## src/design/fspc_pkg.sv

```systemverilog
package fspc_pkg;

  // Clock and timing.
  localparam int unsigned CLK_PERIOD_PS           = 25000;
  localparam int unsigned PROTECT_ASSERT_DELAY_NS = 1000;
  localparam int unsigned PROTECT_RELEASE_DELAY_NS = 1000;
  localparam int unsigned PROTECT_ASSERT_CYC  = (PROTECT_ASSERT_DELAY_NS * 1000) / CLK_PERIOD_PS;
  localparam int unsigned PROTECT_RELEASE_CYC = (PROTECT_RELEASE_DELAY_NS * 1000) / CLK_PERIOD_PS;
  // Cycles spent outside the stability counter: two sync stages, the filter output, mode and output flops.
  localparam int unsigned WP_PIPE_CYC = 5;
  localparam int unsigned WP_MIN_CYC  = (PROTECT_ASSERT_CYC < PROTECT_RELEASE_CYC) ?
                                        PROTECT_ASSERT_CYC : PROTECT_RELEASE_CYC;
  localparam int unsigned WP_FILTER_CYC = (WP_MIN_CYC > WP_PIPE_CYC + 1) ? WP_MIN_CYC - WP_PIPE_CYC : 1;

  // Command bytes.
  localparam logic [7:0] OPC_PREFIX_0 = 8'h3D;
  localparam logic [7:0] OPC_PREFIX_1 = 8'h2A;
  localparam logic [7:0] OPC_PREFIX_2 = 8'h7F;
  localparam logic [7:0] OPC_ENABLE   = 8'hA9;
  localparam logic [7:0] OPC_DISABLE  = 8'h9A;
  localparam int unsigned CMD_BYTES   = 4;

  // Protection register layout.
  localparam int unsigned SECTOR_COUNT  = 32;
  localparam int unsigned SECTOR_W      = 5;
  localparam logic [7:0]  SPR_PROTECTED = 8'hFF;
  localparam logic [7:0]  SPR_UNPROT    = 8'h00;
  localparam logic [7:0]  SPR_RESET     = 8'h00;
  localparam int unsigned SEC0A_LSB     = 6;
  localparam int unsigned SEC0B_LSB     = 4;

  // Reset values.
  localparam logic WP_N_RESET = 1'b1;

  typedef enum logic [3:0] {
    PM_OFF  = 4'b0001,
    PM_SW   = 4'b0010,
    PM_HW   = 4'b0100,
    PM_LOCK = 4'b1000
  } fspc_mode_e;

  typedef struct packed {
    logic enable;
    logic disarm;
  } fspc_cmd_s;

  typedef struct packed {
    logic                valid;
    logic [SECTOR_W-1:0] sector;
    logic                sub0b;
  } fspc_req_s;

  typedef struct packed {
    logic                valid;
    logic [SECTOR_W-1:0] index;
    logic [7:0]          data;
  } fspc_spr_wr_s;

endpackage

```

## src/design/fspc_spi_cmd_decode.sv

```systemverilog
`timescale 1ns/1ps
module fspc_spi_cmd_decode
  import fspc_pkg::*;
(
  input  wire logic            sys_clk_i,
  input  wire logic            reset_i,
  input  wire logic            spi_sck_i,
  input  wire logic            spi_cs_n_i,
  input  wire logic            spi_mosi_i,
  output fspc_pkg::fspc_cmd_s  cmd_o
);
  import fspc_pkg::*;

  logic       sck_prev;
  logic       cs_n_prev;
  logic [7:0] shift;
  logic [2:0] bit_cnt;
  logic [2:0] byte_cnt;
  logic [7:0] cmd_byte [CMD_BYTES];
  logic       prefix_ok;

  always_ff @(posedge sys_clk_i) begin
    if (reset_i) begin
      sck_prev  <= 1'b0;
      cs_n_prev <= 1'b1;
    end else begin
      sck_prev  <= spi_sck_i;
      cs_n_prev <= spi_cs_n_i;
    end
  end

  // Mode 0 and mode 3 both sample data on the rising clock edge.
  always_ff @(posedge sys_clk_i) begin
    if (reset_i || spi_cs_n_i) begin
      shift    <= 8'h00;
      bit_cnt  <= 3'd0;
      byte_cnt <= 3'd0;
    end else if (spi_sck_i && !sck_prev) begin
      shift   <= {shift[6:0], spi_mosi_i};
      bit_cnt <= bit_cnt + 3'd1;
      if (bit_cnt == 3'd7 && byte_cnt <= 3'(CMD_BYTES)) begin
        byte_cnt <= byte_cnt + 3'd1;
      end
    end
  end

  always_ff @(posedge sys_clk_i) begin
    if (reset_i) begin
      for (int i = 0; i < CMD_BYTES; i++) begin
        cmd_byte[i] <= 8'h00;
      end
    end else if (!spi_cs_n_i && spi_sck_i && !sck_prev && bit_cnt == 3'd7 && byte_cnt < 3'(CMD_BYTES)) begin
      cmd_byte[byte_cnt[1:0]] <= {shift[6:0], spi_mosi_i};
    end
  end

  assign prefix_ok = cmd_byte[0] == OPC_PREFIX_0 && cmd_byte[1] == OPC_PREFIX_1 && cmd_byte[2] == OPC_PREFIX_2;

  // A command counts only if exactly four whole bytes were framed before chip select rose.
  always_ff @(posedge sys_clk_i) begin
    if (reset_i) begin
      cmd_o <= '0;
    end else begin
      cmd_o <= '0;
      if (spi_cs_n_i && !cs_n_prev && byte_cnt == 3'(CMD_BYTES) && bit_cnt == 3'd0 && prefix_ok) begin
        cmd_o.enable  <= cmd_byte[3] == OPC_ENABLE;
        cmd_o.disarm  <= cmd_byte[3] == OPC_DISABLE;
      end
    end
  end

endmodule

```

## src/design/fspc_wp_filter.sv

```systemverilog
`timescale 1ns/1ps
module fspc_wp_filter
  import fspc_pkg::*;
#(
  parameter int unsigned FILTER_CYC = fspc_pkg::WP_FILTER_CYC
) (
  input  wire logic sys_clk_i,
  input  wire logic reset_i,
  input  wire logic wp_n_i,
  output logic      wp_n_o
);
  import fspc_pkg::*;

  localparam int unsigned CNT_W = $clog2(FILTER_CYC + 1);

  logic             sync_0;
  logic             sync_1;
  logic [CNT_W-1:0] stable_cnt;

  // Both stages rest at the released level, so an idle pin never protects.
  always_ff @(posedge sys_clk_i) begin
    if (reset_i) begin
      sync_0 <= WP_N_RESET;
      sync_1 <= WP_N_RESET;
    end else begin
      sync_0 <= wp_n_i;
      sync_1 <= sync_0;
    end
  end

  // The filtered level follows only after the input has held a new level for FILTER_CYC cycles.
  always_ff @(posedge sys_clk_i) begin
    if (reset_i) begin
      stable_cnt <= '0;
      wp_n_o     <= WP_N_RESET;
    end else if (sync_1 == wp_n_o) begin
      stable_cnt <= '0;
    end else if (stable_cnt == CNT_W'(FILTER_CYC - 1)) begin
      stable_cnt <= '0;
      wp_n_o     <= sync_1;
    end else begin
      stable_cnt <= stable_cnt + CNT_W'(1);
    end
  end

endmodule

```

## src/design/fspc_sector_protect.sv

```systemverilog
`timescale 1ns/1ps
// Overview of operation
// - Bytes 3D 2A 7F A9 in one frame arm software protection.
// - Command acts only when chip select rises right after the fourth byte.
// - Bytes 3D 2A 7F 9A clear software protection on chip select release.
// - Software protection is volatile and starts off after power-up.
// - A floating protect pin reads as released; the design only resets its sync stages to released, wp_n_i has no pull-up.
// - Pin asserted blocks marked sectors and the protection register itself.
// - Pin assertion turns protection on within the assert delay.
// - Pin release turns protection off within the release delay unless enabled.
// - An enable before or during assertion keeps protection after release.
// - Disable command is ignored while the pin is asserted.
// - The pin only adds protection, never removes software protection.
// - The protect input is filtered against short glitches.
// - Status shows protection enabled by software or pin.
// - Only sectors marked in the protection register are blocked.
// - One byte per sector for 32 sectors; FFh protected, 00h unprotected.
module fspc_sector_protect
  import fspc_pkg::*;
#(
  parameter int unsigned SECTORS    = fspc_pkg::SECTOR_COUNT,
  parameter int unsigned FILTER_CYC = fspc_pkg::WP_FILTER_CYC
) (
  input  wire logic                   sys_clk_i,
  input  wire logic                   reset_i,
  input  wire logic                   spi_sck_i,
  input  wire logic                   spi_cs_n_i,
  input  wire logic                   spi_mosi_i,
  input  wire logic                   wp_n_i,
  input  fspc_pkg::fspc_req_s         req_i,
  input  fspc_pkg::fspc_spr_wr_s      spr_wr_i,
  input  wire logic [fspc_pkg::SECTOR_W-1:0] spr_rd_index_i,
  output logic                        prot_enabled_o,
  output logic                        sw_enabled_o,
  output logic                        wp_active_o,
  output logic                        req_start_o,
  output logic                        req_reject_o,
  output logic                        spr_wr_done_o,
  output logic                        spr_wr_reject_o,
  output logic [7:0]                  spr_rd_data_o
);
  import fspc_pkg::*;

  fspc_cmd_s  cmd;
  logic       wp_n_filt;
  logic       wp_asserted;
  fspc_mode_e mode;
  fspc_mode_e next_mode;
  logic       prot_active;
  logic [7:0] spr_mem [SECTORS];
  logic [7:0] req_byte;
  logic       req_marked;

  // Decides whether a protection byte marks the addressed sector.
  function automatic logic sector_marked(input logic [7:0] value, input logic [SECTOR_W-1:0] sector,
                                         input logic sub0b);
    logic hit;
    hit = 1'b0;
    if (sector == '0) begin
      hit = sub0b ? (value[SEC0B_LSB +: 2] == 2'b11) : (value[SEC0A_LSB +: 2] == 2'b11);
    end else begin
      hit = value == SPR_PROTECTED;
    end
    return hit;
  endfunction

  fspc_spi_cmd_decode u_cmd (
    .sys_clk_i  (sys_clk_i),
    .reset_i    (reset_i),
    .spi_sck_i  (spi_sck_i),
    .spi_cs_n_i (spi_cs_n_i),
    .spi_mosi_i (spi_mosi_i),
    .cmd_o      (cmd)
  );

  fspc_wp_filter #(
    .FILTER_CYC (FILTER_CYC)
  ) u_wp (
    .sys_clk_i (sys_clk_i),
    .reset_i   (reset_i),
    .wp_n_i    (wp_n_i),
    .wp_n_o    (wp_n_filt)
  );

  assign wp_asserted = !wp_n_filt;

  // Mode encodes the software enable together with the pin level.
  always_comb begin
    next_mode = mode;
    case (mode)
      PM_OFF: begin
        if (wp_asserted) begin
          next_mode = cmd.enable ? PM_LOCK : PM_HW;
        end else if (cmd.enable) begin
          next_mode = PM_SW;
        end
      end
      PM_SW: begin
        if (wp_asserted) begin
          next_mode = PM_LOCK;
        end else if (cmd.disarm) begin
          next_mode = PM_OFF;
        end
      end
      PM_HW: begin
        if (!wp_asserted) begin
          next_mode = cmd.enable ? PM_SW : PM_OFF;
        end else if (cmd.enable) begin
          next_mode = PM_LOCK;
        end
      end
      PM_LOCK: begin
        if (!wp_asserted) begin
          next_mode = PM_SW;
        end
        // A disable here is dropped on purpose.
      end
      default: begin
        next_mode = PM_OFF;
      end
    endcase
  end

  always_ff @(posedge sys_clk_i) begin
    if (reset_i) begin
      mode <= PM_OFF;
    end else begin
      mode <= next_mode;
    end
  end

  assign prot_active = mode != PM_OFF;

  always_ff @(posedge sys_clk_i) begin
    if (reset_i) begin
      prot_enabled_o <= 1'b0;
      sw_enabled_o   <= 1'b0;
      wp_active_o    <= 1'b0;
    end else begin
      prot_enabled_o <= prot_active;
      sw_enabled_o   <= mode == PM_SW || mode == PM_LOCK;
      wp_active_o    <= mode == PM_HW || mode == PM_LOCK;
    end
  end

  // Protection register: writes are refused while the pin is asserted.
  always_ff @(posedge sys_clk_i) begin
    if (reset_i) begin
      for (int i = 0; i < SECTORS; i++) begin
        spr_mem[i] <= SPR_RESET;
      end
    end else if (spr_wr_i.valid && !wp_asserted) begin
      spr_mem[spr_wr_i.index] <= spr_wr_i.data;
    end
  end

  always_ff @(posedge sys_clk_i) begin
    if (reset_i) begin
      spr_wr_done_o   <= 1'b0;
      spr_wr_reject_o <= 1'b0;
      spr_rd_data_o   <= SPR_UNPROT;
    end else begin
      spr_wr_done_o   <= spr_wr_i.valid && !wp_asserted;
      spr_wr_reject_o <= spr_wr_i.valid && wp_asserted;
      spr_rd_data_o   <= spr_mem[spr_rd_index_i];
    end
  end

  assign req_byte   = spr_mem[req_i.sector];
  assign req_marked = sector_marked(req_byte, req_i.sector, req_i.sub0b);

  // Each request is answered one cycle later by exactly one of start or reject.
  always_ff @(posedge sys_clk_i) begin
    if (reset_i) begin
      req_start_o  <= 1'b0;
      req_reject_o <= 1'b0;
    end else begin
      req_start_o  <= req_i.valid && !(prot_active && req_marked);
      req_reject_o <= req_i.valid && prot_active && req_marked;
    end
  end

endmodule

```

## config.mk

```make
export PLATFORM = sky130hd
export DESIGN_NAME = fspc_sector_protect
export DESIGN_NICKNAME = d
export VERILOG_FILES = /design/src/design/fspc_pkg.sv /design/src/design/fspc_spi_cmd_decode.sv /design/src/design/fspc_wp_filter.sv /design/src/design/fspc_sector_protect.sv
export SDC_FILE = /design/constraint.sdc
export NUM_CORES = 1
export LEC_CHECK = 0
export ABC_AREA = 1
export BUFFER_PORTS_ARGS = -buffer_cell sky130_fd_sc_hd__buf_2
export CORE_MARGIN = 1
export CORE_UTILIZATION = 55
export DETAILED_ROUTE_END_ITERATION = 7
export GPL_TIMING_DRIVEN = 0
export PLACE_DENSITY_LB_ADDON = 0.12
export SYNTH_ARGS = -nofsm -noshare
export SYNTH_HDL_FRONTEND = slang
export SYNTH_SLANG_ARGS = --single-unit
```

## constraint.sdc

```tcl
create_clock -name sys_clk_i -period 2.1 [get_ports sys_clk_i]
set_clock_uncertainty 0.2 [all_clocks]
set_input_delay 0.21 -clock sys_clk_i [delete_from_list [all_inputs] [get_ports sys_clk_i]]
set_output_delay 0.21 -clock sys_clk_i [all_outputs]
set_load 0.05 [all_outputs]
```

# [After elaboration in Yosys (flattened, before gate mapping)]
# Memories as Yosys holds them, arrays and structs flattened. A register that Yosys moved wholly into a read port is not among the register bits.
# Cells that the tools add are included.
# W data, S select, Z words.
[classes] addsub=3 order_cmp=2 n_eq_ne=21 n_mux=26 bitwise_logic=2 reduce_logical=35
[ops] operator="$mux W4" count=8
[ops] operator="$eq A8 B8 Y1 const B" count=3
[ops] operator="$logic_and A1 B1 Y1" count=18
[ops] operator="$eq A8 B6 Y1 const B" count=2
[ops] operator="$mux W8" count=2
[ops] operator="$pmux W4 S4" count=1
[ops] operator="$reduce_or A8 Y1" count=2
[ops] operator="$mux W1" count=12
[ops] operator="$eq A8 B7 Y1 const B" count=1
[ops] operator="$add A3 B1 Y3 const B" count=2
[ops] operator="$add A6 B1 Y6 const B" count=1
[ops] operator="$eq A3 B3 Y1 const B" count=2
[ops] operator="$eq A6 B6 Y1 const B" count=1
[ops] operator="$ne A3 B3 Y1 const B" count=2
[ops] operator="$logic_not A1 Y1" count=5
[ops] operator="$logic_not A5 Y1" count=1
[ops] operator="$mux W5" count=1
[ops] operator="$eq A2 B2 Y1 const B" count=2
[ops] operator="$eq A4 B1 Y1 const B" count=1
[ops] operator="$eq A4 B2 Y1 const B" count=1
[ops] operator="$eq A4 B3 Y1 const B" count=1
[ops] operator="$eq A4 B4 Y1 const B" count=1
[ops] operator="$mux W2" count=2
[ops] operator="$ne A4 B1 Y1 const B" count=1
[ops] operator="12 further kinds" count=16
[totals] regBits=37 ramBits=288 input_bits=32 wordCells=110 mem_count=2
[memory_table] memory="spr_mem" depth=32 word_bits=8 read_ports=2 rd_ports_with_merged_regs=1 write_ports=32 line_no="fspc_sector_protect.sv:50" text="logic [7:0] spr_mem [SECTORS];"
[memory_table] memory="u_cmd.cmd_byte" depth=4 word_bits=8 read_ports=4 rd_ports_with_merged_regs=0 write_ports=4 line_no="fspc_spi_cmd_decode.sv:19" text="logic [7:0] cmd_byte [CMD_BYTES];"

# [Depth between registers and ports, before layout]
[logic_depth] word_depth=10 ltp_mapped=14

# [Hierarchy]
# From an unflattened synthesis, not the netlist that was laid out.
[hier_totals] cells_unflattened=1793 hier_area_um2=16087.9
[by_module_without_submodules] mod="fspc_sector_protect" instances=1 cells_per_inst=1538 area_per_inst_um2=13636.8
[by_module_without_submodules] mod="fspc_spi_cmd_decode" instances=1 cells_per_inst=206 area_per_inst_um2=2067.0
[by_module_without_submodules] mod="fspc_wp_filter" instances=1 cells_per_inst=49 area_per_inst_um2=384.1

# [Least setup slack after synthesis]
# OpenSTA, ideal clock, no wires.
[synth_path] kind="register -> register" startpoint="register u_cmd.bit_cnt[0]" endpoint="memory u_cmd.cmd_byte[2][0], enable pin" setup_ps=384 arrival_time_ps=1658 required_time_ps=1516 slack_ps=-142 stages_incl_launch_ff=7 path_buffers=0 period_less_slack_ps=2242 path_cell_list="dfxtp_1 ha_1 ha_1 nand2_1 nor3_1 nand2_1 o21ai_0"
[synth_lines] item="start: declaration" line_no="fspc_spi_cmd_decode.sv:17" text="logic [2:0] bit_cnt;"
[synth_lines] item="start signal: assignment" line_no="fspc_spi_cmd_decode.sv:40" text="bit_cnt <= bit_cnt + 3'd1;"
[synth_lines] item="end: declaration" line_no="fspc_spi_cmd_decode.sv:19"

==> reports/qor.txt <==
status: finished with violations
failing checks: negative setup slack
Slowest Stage Delay on Critical Path: 0.85 ns
final hold viol count: 0
Synth Register Bits: 333
CTS Buf Count: 36
first-pass detailed-route iteration total: 6
Core Area: 28100 sq um
YS warnings: 0
pre-CTS setup slack: -0.942 ns
largest net degree at the start of global routing: 15
Clk Latency, worst-skew pair: 0.54 ns
worst vdd rail ir drop: 0.658 mV
Netlist cell types: 34
Routed WL per cell: 24.9 microns
Synth Area in Simple Gates: 0.245
Area Growth Syn to Fin: 18.6%
CTS HTree Levels: 2
largest family of logic cells by synthesized area: simple AND/OR/NAND/NOR gates
routability cong.: 1.04
DIE HEIGHT: 172 microns
Synth Area in Compound Gates: 0.0992
Initial Util: 0.567
synthesized area: 15900 sq um
Mapped Cells: 1750
area leader, netlist: edfxtp_1
Setup violations, final: 11
Setup crit end kind: flip-flop
Die Wd: 172 microns
Mean Syn Cell Area: 9.09 sq um
worst slew pin tran: 1.41 ns
fill count: 2299
pwr dens: 840 nW/um^2
global route overflow: 0
Clock Tree Buf Depth: 3
Synth top area share: 0.543
multi-input logic area: 6050 sq um
setup tns final: -0.164 ns
Final Cycle Share: 1.03
CP arrival: 2.40 ns
number of enable flip-flop cells after synthesis: 288
Nets: 1927
ratio of cells with drive above 1 in the final layout: 0.134
Tot GR Track Use: 0.393
Synth Net Count: 1789
synth top area cells: edfxtp_1, nor2_1, nand2_1
max cap viols: 0
total wire length: 57200 microns
placed cells: 2170
Leak: 7.41 nW
CP Launch Type: input pin
number of global-route vias before repair: 13982
final worst slack: -0.0690 ns
Slew Limit Fails: 0
RSZ-0062 raised after global routing: true
# DRC: 0
Seq/Total Area, Yosys: 0.600
most frequent cells in the layout: nor2_1, edfxtp_1, nand2_1
register area: 9550 sq um
multiplexer area fraction after synthesis: 0
worst min path class: in -> reg
commonest non-fill, non-tap cell in the layout: nor2_1
Achievable Freq: 461 MHz
clock sinks: 333
post-route insts no fill: 2296
Root Buffer Master: clkbuf_16
Worst EP required: 2.34 ns
IO buf count: 42
first-pass GRT wire length: 83600 microns
Worst path slowest cell: clkbuf_1
remaining antenna violation count after routing: 0
vias per cell: 6.34
initial detailed-routing violation count: 2173
Synth Area in Adders: 0.00550
die area: 29600 sq um
XOR/XNOR share of the synthesized area: 0.00110
Max-slew headroom: 0.0559
CTS clk-pin slew, worst paths: 0.07 ns
ys async rst share: 0
half-perimeter wire length after placement: 39000 microns
Critical Path, Cell by Cell: buf_2 > clkbuf_1 > nor2_1 > o221ai_1 > nand3_1 > nand3_1 > nand2_1 > nor2_1
row count: 61
Worst Path Max Fanout: 10
Synth Flop Type: edfxtp_1
via count: 14559
CP Class: in -> reg
total I/O pin count: 47
fin crit period: 2.17 ns
CTS tree: yes
initial antenna violation count: 1
==> cells by family (layout without fill, tap and decap cells) <==
logic type,Yosys count,after routing
xor+xnor,2,2
compound gates,273,273
simple gates,933,933
flops,333,333
fa+ha+maj,7,7
other cells,0,2
buf+inv,202,368
==> final cells by class <==
type,count,area share
sequential,333,0.506
antenna,2,0.000265
clock inverter,20,0.0112
multi-input combinational,1215,0.320
buffer,102,0.0226
tap,378,0.0251
timing repair buffer,101,0.0424
clock buffer,46,0.0518
inverter,99,0.0200
==> routing by layer <==
layer  part of all wire  wire, microns  global-route usage  vias to the layer above
met3               0.14           8040               0.111                      266
li1                   -              -                   -                     6276
met2               0.44          25300               0.612                     1152
met5                  0              0                   0                        -
met4              0.061           3520               0.221                        0
met1               0.36          20400               0.495                     6865
==> final timing paths <==
check,startpoint,end,slack [ns],cells after the start
max,spr_rd_index_i[0],spr_rd_data_o[7]$_SDFF_PP0_,-0.07,8
min,spr_rd_index_i[4],spr_rd_data_o[2]$_SDFF_PP0_,0.03,4
max reg2reg,u_wp.wp_n_o$_SDFFE_PP1P_,spr_mem[26][0]$_SDFFCE_PN0P_,0.02,8
min reg2reg,u_wp.sync_0$_SDFF_PP1_,u_wp.sync_1$_SDFF_PP1_,0.22,1
==> power breakdown <==
group,leakage [nW],internal (W),switching (W)
Sequential,3.13,0.00751,0.000215
Clock,0.593,0.00372,0.00275
Combinational,3.68,0.000415,0.00124
==> Yosys cell counts, types with 3 or more instances <==
cell        n
nand2_1   259
nor3_1     33
buf_1       3
a31oi_1     7
nand4_1    17
nor2_1    470
o21ai_0   161
nor3_4      4
dfxtp_1    45
o22ai_1    12
edfxtp_1  288
inv_1      97
nand2_2    32
o221ai_1   44
ha_1        7
clkbuf_1   81
a21oi_1    40
o211ai_1    7
buf_2      18
nand3_1   105
==> metrics by stage <==
stage	instance area, sq um	hold slack (ns)	power [W]	util
final	18900	0.0262	0.0159	0.672
after global routing	18900	0.0424	0.0161	0.672
after CTS	18700	0.00569	0.0157	0.666
after detailed placement	16600	0.199	0.00929	0.591
after global placement	16600	0.199	0.00927	0.591
after floorplan	15900	0.0865	0.00863	-
==> worst max-delay path, delay by kind of cell <==
| kind | cells | cell delay, ns |
|---|---|---|
| buf+inv | 2 | 1.03 |
| simple gates | 5 | 0.82 |
| compound gates | 1 | 0.34 |
==> sequential cells by signal (all words and copies together), names as in the netlist, 2 cells and up <==
signal           flops
mode                 4
spr_mem            256
spr_rd_data_o        8
u_cmd.bit_cnt        3
u_cmd.byte_cnt       3
u_cmd.cmd_byte      32
u_cmd.cmd_o          2
u_cmd.shift          7
u_wp.stable_cnt      6
==> what timing repair did <==
action / 4_1_cts / 5_1_grt
pin swaps: 25 / 14
gates cloned: 0 / 0
hold endpoints to repair: 33 / 0
setup buffers: 32 / 9
resized for setup: 106 / 34
endpoints found under the setup margin: 544 / 315
hold buffers: 18 / 0
No activity file was read; power rests on OpenSTA's default activity.
